--- src/rfcr_pkg.sv ---
package rfcr_pkg;

    // byte addresses of the byte-wide register space
    localparam logic [7:0] FIRST_FEC_ADDR      = 8'h14;
    localparam logic [7:0] SECOND_BASE_ADDR    = 8'h18;
    localparam logic [7:0] SECOND_MULT_ADDR    = 8'h1A;
    localparam logic [7:0] SECOND_FEC_ADDR     = 8'h1C;
    localparam logic [7:0] SPACE_FIRST_ADDR    = 8'h14;
    localparam logic [7:0] SPACE_LAST_ADDR     = 8'h1F;

    localparam logic [31:0] FEC_RATIO_RESET    = 32'h0001_0001;
    localparam logic [15:0] BASE_RATE_RESET    = 16'h9C40;
    localparam logic [15:0] RATE_MULT_RESET    = 16'h01E6;

    // field layout of a fec ratio word
    localparam int FEC_DEN_LSB = 0;
    localparam int FEC_NUM_LSB = 16;
    localparam int FIELD_W     = 16;

    // byte-space geometry
    localparam int NUM_BYTES   = 12;
    localparam int BYTE_W      = 8;

endpackage : rfcr_pkg

--- src/rfcr_byte_lane.sv ---
`timescale 1ns/100ps
`default_nettype none
// one byte cell of the register space with its own reset value
module rfcr_byte_lane #(
    parameter logic [7:0] RESET_VALUE = 8'h00
) (
    input  wire logic       pclk,
    input  wire logic       presetn,
    input  wire logic       wr_en,
    input  wire logic [7:0] wr_data,
    output logic      [7:0] q
);
    typedef struct packed {
        logic [7:0] value;
    } rfcr_lane_state_t;

    rfcr_lane_state_t state_reg;
    rfcr_lane_state_t state_next;

    always_comb begin
        state_next = state_reg;
        if (wr_en) begin
            state_next.value = wr_data;
        end
    end

    always_ff @(posedge pclk or negedge presetn) begin
        if (!presetn) begin
            state_reg <= '{value: RESET_VALUE};
        end else begin
            state_reg <= state_next;
        end
    end

    assign q = state_reg.value;
endmodule : rfcr_byte_lane
`default_nettype wire

--- src/rfcr_regs.sv ---
`timescale 1ns/100ps
`default_nettype none
// Overview of operation
// - first input fec ratio: denominator in bits 15:0, numerator in 31:16
// - second input base rate is unsigned hertz value
// - wide registers big-endian: most significant byte at lowest address
// - second input multiple is unsigned factor on base rate
module rfcr_regs #(
    parameter int ADDR_W = 8
) (
    input  wire logic              pclk,
    input  wire logic              presetn,
    input  wire logic              psel,
    input  wire logic              penable,
    input  wire logic              pwrite,
    input  wire logic [ADDR_W-1:0] paddr,
    input  wire logic [31:0]       pwdata,
    input  wire logic [3:0]        pstrb,
    output logic      [31:0]       prdata,
    output logic                   pready,
    output logic                   pslverr,
    output logic      [15:0]       first_input_fec_numerator,
    output logic      [15:0]       first_input_fec_denominator,
    output logic      [15:0]       base_rate_hz,
    output logic      [15:0]       base_rate_multiple,
    output logic      [15:0]       fec_numerator,
    output logic      [15:0]       fec_denominator,
    output logic      [47:0]       second_input_nominal_rate
);
    localparam int NB = rfcr_pkg::NUM_BYTES;
    localparam int BW = rfcr_pkg::BYTE_W;

    initial begin
        if (ADDR_W < 8) begin
            $error("rfcr_regs: ADDR_W must be at least 8");
        end
    end

    // reset image of the whole byte space, lowest address first
    localparam logic [NB*BW-1:0] RESET_IMAGE = {
        rfcr_pkg::FEC_RATIO_RESET,
        rfcr_pkg::BASE_RATE_RESET,
        rfcr_pkg::RATE_MULT_RESET,
        rfcr_pkg::FEC_RATIO_RESET};

    typedef struct packed {
        logic [31:0] rdata;
        logic        err;
    } rfcr_bus_state_t;

    rfcr_bus_state_t state_reg;
    rfcr_bus_state_t state_next;

    logic [BW-1:0] byte_q  [NB];
    logic [NB-1:0] byte_we;
    logic [BW-1:0] byte_wd [NB];

    // word-aligned address maps to byte slots; also catches unmapped words
    function automatic logic word_hit(input logic [ADDR_W-1:0] a);
        logic [ADDR_W-1:0] w;
        w = {a[ADDR_W-1:2], 2'b00};
        word_hit = (w >= ADDR_W'(rfcr_pkg::SPACE_FIRST_ADDR))
                && (w <= ADDR_W'(rfcr_pkg::SPACE_LAST_ADDR));
    endfunction : word_hit

    function automatic int word_base(input logic [ADDR_W-1:0] a);
        word_base = int'({a[ADDR_W-1:2], 2'b00}) - int'(rfcr_pkg::SPACE_FIRST_ADDR);
    endfunction : word_base

    wire logic access = psel && penable;
    wire logic hit    = word_hit(paddr);

    // big-endian write: byte 0 of a word is bits 31:24
    genvar g;
    generate
        for (g = 0; g < NB; g++) begin : g_byte
            localparam int LANE = 3 - (g % 4);
            assign byte_we[g] = access && pwrite && hit
                             && (word_base(paddr) == (g - (g % 4)))
                             && pstrb[LANE];
            assign byte_wd[g] = pwdata[LANE*BW +: BW];
            rfcr_byte_lane #(
                .RESET_VALUE(RESET_IMAGE[(NB-1-g)*BW +: BW])
            ) u_lane (
                .pclk   (pclk),
                .presetn(presetn),
                .wr_en  (byte_we[g]),
                .wr_data(byte_wd[g]),
                .q      (byte_q[g])
            );
        end
    endgenerate

    always_comb begin
        int b;
        b = 0;
        state_next = state_reg;
        if (psel && !penable) begin
            state_next.err   = !hit;
            state_next.rdata = '0;
            if (hit && !pwrite) begin
                b = word_base(paddr);
                state_next.rdata = {byte_q[b], byte_q[b+1], byte_q[b+2], byte_q[b+3]};
            end
        end
    end

    always_ff @(posedge pclk or negedge presetn) begin
        if (!presetn) begin
            state_reg <= '0;
        end else begin
            state_reg <= state_next;
        end
    end

    // answer in the first access cycle; read data captured at setup
    assign pready  = 1'b1;
    assign prdata  = state_reg.rdata;
    assign pslverr = access && state_reg.err;

    // fec ratio split: numerator high, denominator low
    assign first_input_fec_numerator   = {byte_q[0], byte_q[1]};
    assign first_input_fec_denominator = {byte_q[2], byte_q[3]};
    assign base_rate_hz                = {byte_q[4], byte_q[5]};
    assign base_rate_multiple          = {byte_q[6], byte_q[7]};
    assign fec_numerator               = {byte_q[8], byte_q[9]};
    assign fec_denominator             = {byte_q[10], byte_q[11]};

    // nominal rate before fec scaling; registered so the product is clean
    logic [31:0] nominal_reg;
    always_ff @(posedge pclk or negedge presetn) begin
        if (!presetn) begin
            nominal_reg <= '0;
        end else begin
            nominal_reg <= base_rate_hz * base_rate_multiple;
        end
    end
    assign second_input_nominal_rate = {16'h0000, nominal_reg};
endmodule : rfcr_regs
`default_nettype wire

--- config.mk ---
export PLATFORM = sky130hd
export DESIGN_NAME = rfcr_regs
export DESIGN_NICKNAME = d
export VERILOG_FILES = /design/src/rfcr_pkg.sv /design/src/rfcr_byte_lane.sv /design/src/rfcr_regs.sv
export SDC_FILE = /design/constraint.sdc
export NUM_CORES = 1
export LEC_CHECK = 0
export ABC_AREA = 1
export BUFFER_PORTS_ARGS = -buffer_cell sky130_fd_sc_hd__buf_2
export CAP_MARGIN = 25
export CORE_AREA = 2 2 178 180
export CTS_CLUSTER_SIZE = 16
export DETAILED_ROUTE_END_ITERATION = 8
export DIE_AREA = 0 0 180 182
export PLACE_DENSITY = 0.78
export SLEW_MARGIN = 10
export SYNTH_ARGS = -nofsm -noshare
export SYNTH_HDL_FRONTEND = slang
export SYNTH_HIERARCHICAL = 1
export SYNTH_SLANG_ARGS = --single-unit
--- constraint.sdc ---
create_clock -name pclk -period 5.4 [get_ports pclk]
set_input_delay 0.54 -clock pclk [delete_from_list [all_inputs] [get_ports pclk]]
set_output_delay 0.54 -clock pclk [all_outputs]
set_load 0.1 [all_outputs]
==> results.py <==
metrics = {
    "sta": {
        "final_worst_path_cycle_share": 0.987,
        "worst-slew-pin-transition_ns": 0.941,
        "final_critical_path_setup_slack_ns": 0.0687,
        "rsz0062_at_grt": "true",
        "achievable-frequency_mhz": 188,
        "timing.slew.headroom": 0.372,
        "finalCriticalPeriod_ns": 5.33,
        "timing_hold_violations_final": 0,
        "final.setup_skew_ns": 0.0110,
        "report.final.setup_viol": 0,
        "finalHoldWorstSlack_ns": 0.0141,
        "final_max_tran_viols": 0,
    },
    "synth": {
        "synth_fa_ha_area_frac": 0.321,
        "postSynthRegisterBits": 161,
        "synth.area.top_cells": "fa_1 24%, dfrtp_1 22%, nand2_1 18%, inv_1 9.9%, ha_1 8.3%",
        "synthXorXnorAreaFrac": 0.00963,
        "synth_area_um2": 16400,
        "portion_of_the_post_synthesis_area_used_by_sequential_elements": 0.247,
        "post-synth-top-count-cell": "nand2_1",
        "synth_commonest_cells": "782 x nand2_1, 433 x inv_1, 194 x fa_1",
        "post_synth_and_or_nand_nor_area_fraction": 0.216,
        "synth.yosys.warnings": 6,
        "synth_enable_flop_cells": 0,
        "synth_top_family_by_area": "adder cells",
        "avgSynthCellArea_um2": 7.73,
        "area_share_of_the_largest_cell_type_after_synthesis": 0.237,
        "synth_async_sr_flop_share": 1.00,
        "synth_compound_gate_area_share": 0.0524,
        "yosys.cell_types.count": 26,
        "postSynthCellCount": 2118,
        "synthMuxAreaShare": 0,
        "post-synth-top-area-cell": "fa_1",
        "synth_ff_type": "dfrtp_1",
    },
    "detailed_routing": {
        "vias_per_cell": 5.21,
        "drt_iter0_markers": 1185,
        "first_pass_iters": 5,
        "detail-route-antenna-nets": 0,
        "wirelength_routed_um": 45100,
        "via_count": 14259,
        "routed_wire_length_per_instance_um": 16.5,
        "post-route-drc-count": 0,
    },
    "worst_setup_path": {
        "cp-startpoint": "g_byte[5].u_lane/q[6]",
        "r2r_start": "g_byte[5].u_lane/q[6]",
        "critical_path_class": "register to register",
        "setup.worst_path.start_class": "register",
        "critical_path.max_fanout": 4,
        "worst-r2r-cell-count": 20,
        "critical_path_arrival_ns": 5.68,
        "cp-end-kind": "register",
        "required_ns": 5.74,
    },
    "pwr": {
        "power.sequential.fraction": 0.447,
        "comb_power_share": 0.101,
        "switching_power_uw": 842,
        "power_density_relative_to_cell_area_nw_per_um2": 142,
        "p_int_uw": 1890,
        "p_leak_uw": 0.0119,
        "clockPowerShare": 0.452,
        "power.switching_fraction": 0.308,
        "ir_worst_vdd_v": 0.000179,
    },
    "global_routing": {
        "via_count_of_the_first_global_routing_pass": 14294,
        "total_grt_overflow": 0,
        "grt_antenna_before_repair": 0,
        "pin_count_of_the_biggest_net_entering_global_routing": 58,
        "global_route.usage.total": 0.273,
        "wire_length_of_the_first_global_routing_pass_um": 71700,
    },
    "die": {
        "die_x_um": 180,
        "core_area_um2": 31000,
        "floorplan.rows": 65,
        "initial_core_util": 0.528,
        "die_y_um": 182,
        "die_area_um2": 32800,
        "design.portCount": 227,
    },
    "clocking": {
        "clk_root_buffer_cell": "clkbuf_16",
        "htreeDepth": 4,
        "cts.sinks": 161,
        "clock_path_buffers": 2,
        "holdBufCountCts": 0,
        "cts_tree": "built",
        "clk-insertion-delay-late_ns": 0.45,
        "cts.clk_slew.worst_paths_ns": 0.08,
        "tritoncts.num_buffers": 17,
    },
    "run_status": {
        "outcome": "finished clean",
    },
    "job": {
        "maxCapViolations": 0,
    },
    "cells_and_area": {
        "multiInputGateArea_um2": 10400,
        "antennaDiodeCount": 0,
        "finalNonFillerCells": 2738,
        "final_nets": 2675,
        "syn2layout_area_growth_pct": 17.7,
        "final-seq-area_um2": 4150,
        "final_layout_size_suffix_gt1_frac": 0.232,
        "largest_register_ffs": 96,
        "fillCellCount": 2541,
    },
    "placed_design": {
        "numPortBuffers": 207,
        "place_worst_setup_slack_ns": 0.00303,
        "routability_cong": 0.919,
        "dpl_cells": 2643,
        "place_hpwl_um": 33300,
    },
    "hold_path": {
        "hold_class": "input pin to async pin",
    },
}
-- area by class of cell --
class | count | share of cell area
Inverter | 447 | 0.0871
Clock inverter | 15 | 0.00838
Timing Repair Buffer | 314 | 0.103
Multi-Input combinational cell | 1382 | 0.538
Clock buffer | 17 | 0.0221
Tap cell | 402 | 0.0261
Sequential cell | 161 | 0.215
-- placed cells by master, fill, tap and decap left out, types with 34 or more instances in the layout --
| cell | Yosys | final |
|---|---|---|
| inv_1 | 433 | 417 |
| nor2_1 | 94 | 74 |
| ha_1 | 109 | 95 |
| o21ai_0 | 34 | 34 |
| nand2_2 | 2 | 39 |
| nand2_1 | 782 | 736 |
| buf_2 | 3 | 206 |
| fa_1 | 194 | 190 |
| buf_4 | 49 | 92 |
| dfrtp_1 | 146 | 126 |
-- per-layer routing --
layer,vias to the layer above,global-route usage,wire [um]
met1,6956,0.348,17900
met2,655,0.473,22400
met5,-,0,0
met4,0,0.0833,1230
met3,111,0.0501,3570
li1,6537,-,-
-- what timing repair did --
action / CTS / global route
gates resized for setup: 0 / 142
pin swaps: 0 / 50
setup endpoints to repair: 4 / 19
setup buffers: 4 / 58
-- critical path, stage by stage, from the launching register on --
cell,delay (ns)
dfstp_4,0.67
buf_12,0.12
nand2_4,0.04
fa_1,0.55
inv_1,0.05
fa_1,0.50
fa_1,0.45
fa_1,0.53
fa_1,0.59
inv_2,0.05
fa_1,0.57
inv_2,0.06
ha_4,0.31
nand2_4,0.08
nor2_4,0.12
buf_4,0.13
nand2_1,0.05
nor2_1,0.10
nand2_1,0.10
nand3_1,0.09
nand2_1,0.05
-- cell families after synthesis --
kind of cell / after synthesis
adder cells (fa/ha/maj): 303
other: 2
buffers and inverters: 590
flip-flops: 161
XOR/XNOR: 18
AND/OR/NAND/NOR: 921
AO/OA/AOI/OAI: 123
-- path summary, 6_finish.rpt --
path,slack (ns),endpoint
setup / recovery,0.07,nominal_reg[29]
hold / removal,0.01,prdata[22]
setup reg to reg,0.07,nominal_reg[29]
hold reg to reg,0.48,prdata[0]
max in group asynchronous,4.19,g_byte[6].u_lane/q[3]
min in group pclk,0.32,g_byte[11].u_lane/q[0]
-- through the flow --
| stage | cell area (um2) | power (uW) | util | TNS (ns) |
|---|---|---|---|---|
| 2_1_floorplan | 16700 | 1440 | - | -0.0140 |
| 3_5_place_dp | 17600 | 1510 | 0.569 | 0 |
| 6_report | 19300 | 2740 | 0.622 | 0 |
| 3_3_place_gp | 17600 | 1510 | 0.569 | 0 |
| 5_1_grt | 19300 | 2820 | 0.622 | -0.787 |
| 4_1_cts | 18200 | 2740 | 0.589 | 0 |
-- power groups by stage --
stage / sequential, uW / combinational (uW) / clock [uW]
CTS: 1230 / 263 / 1250
detailed placement: 1250 / 262 / 0
global route: 1220 / 292 / 1310
finish: 1220 / 275 / 1240
floorplan: 1290 / 150 / 0
global placement: 1250 / 258 / 0
No activity file was read; power rests on OpenSTA's default activity.
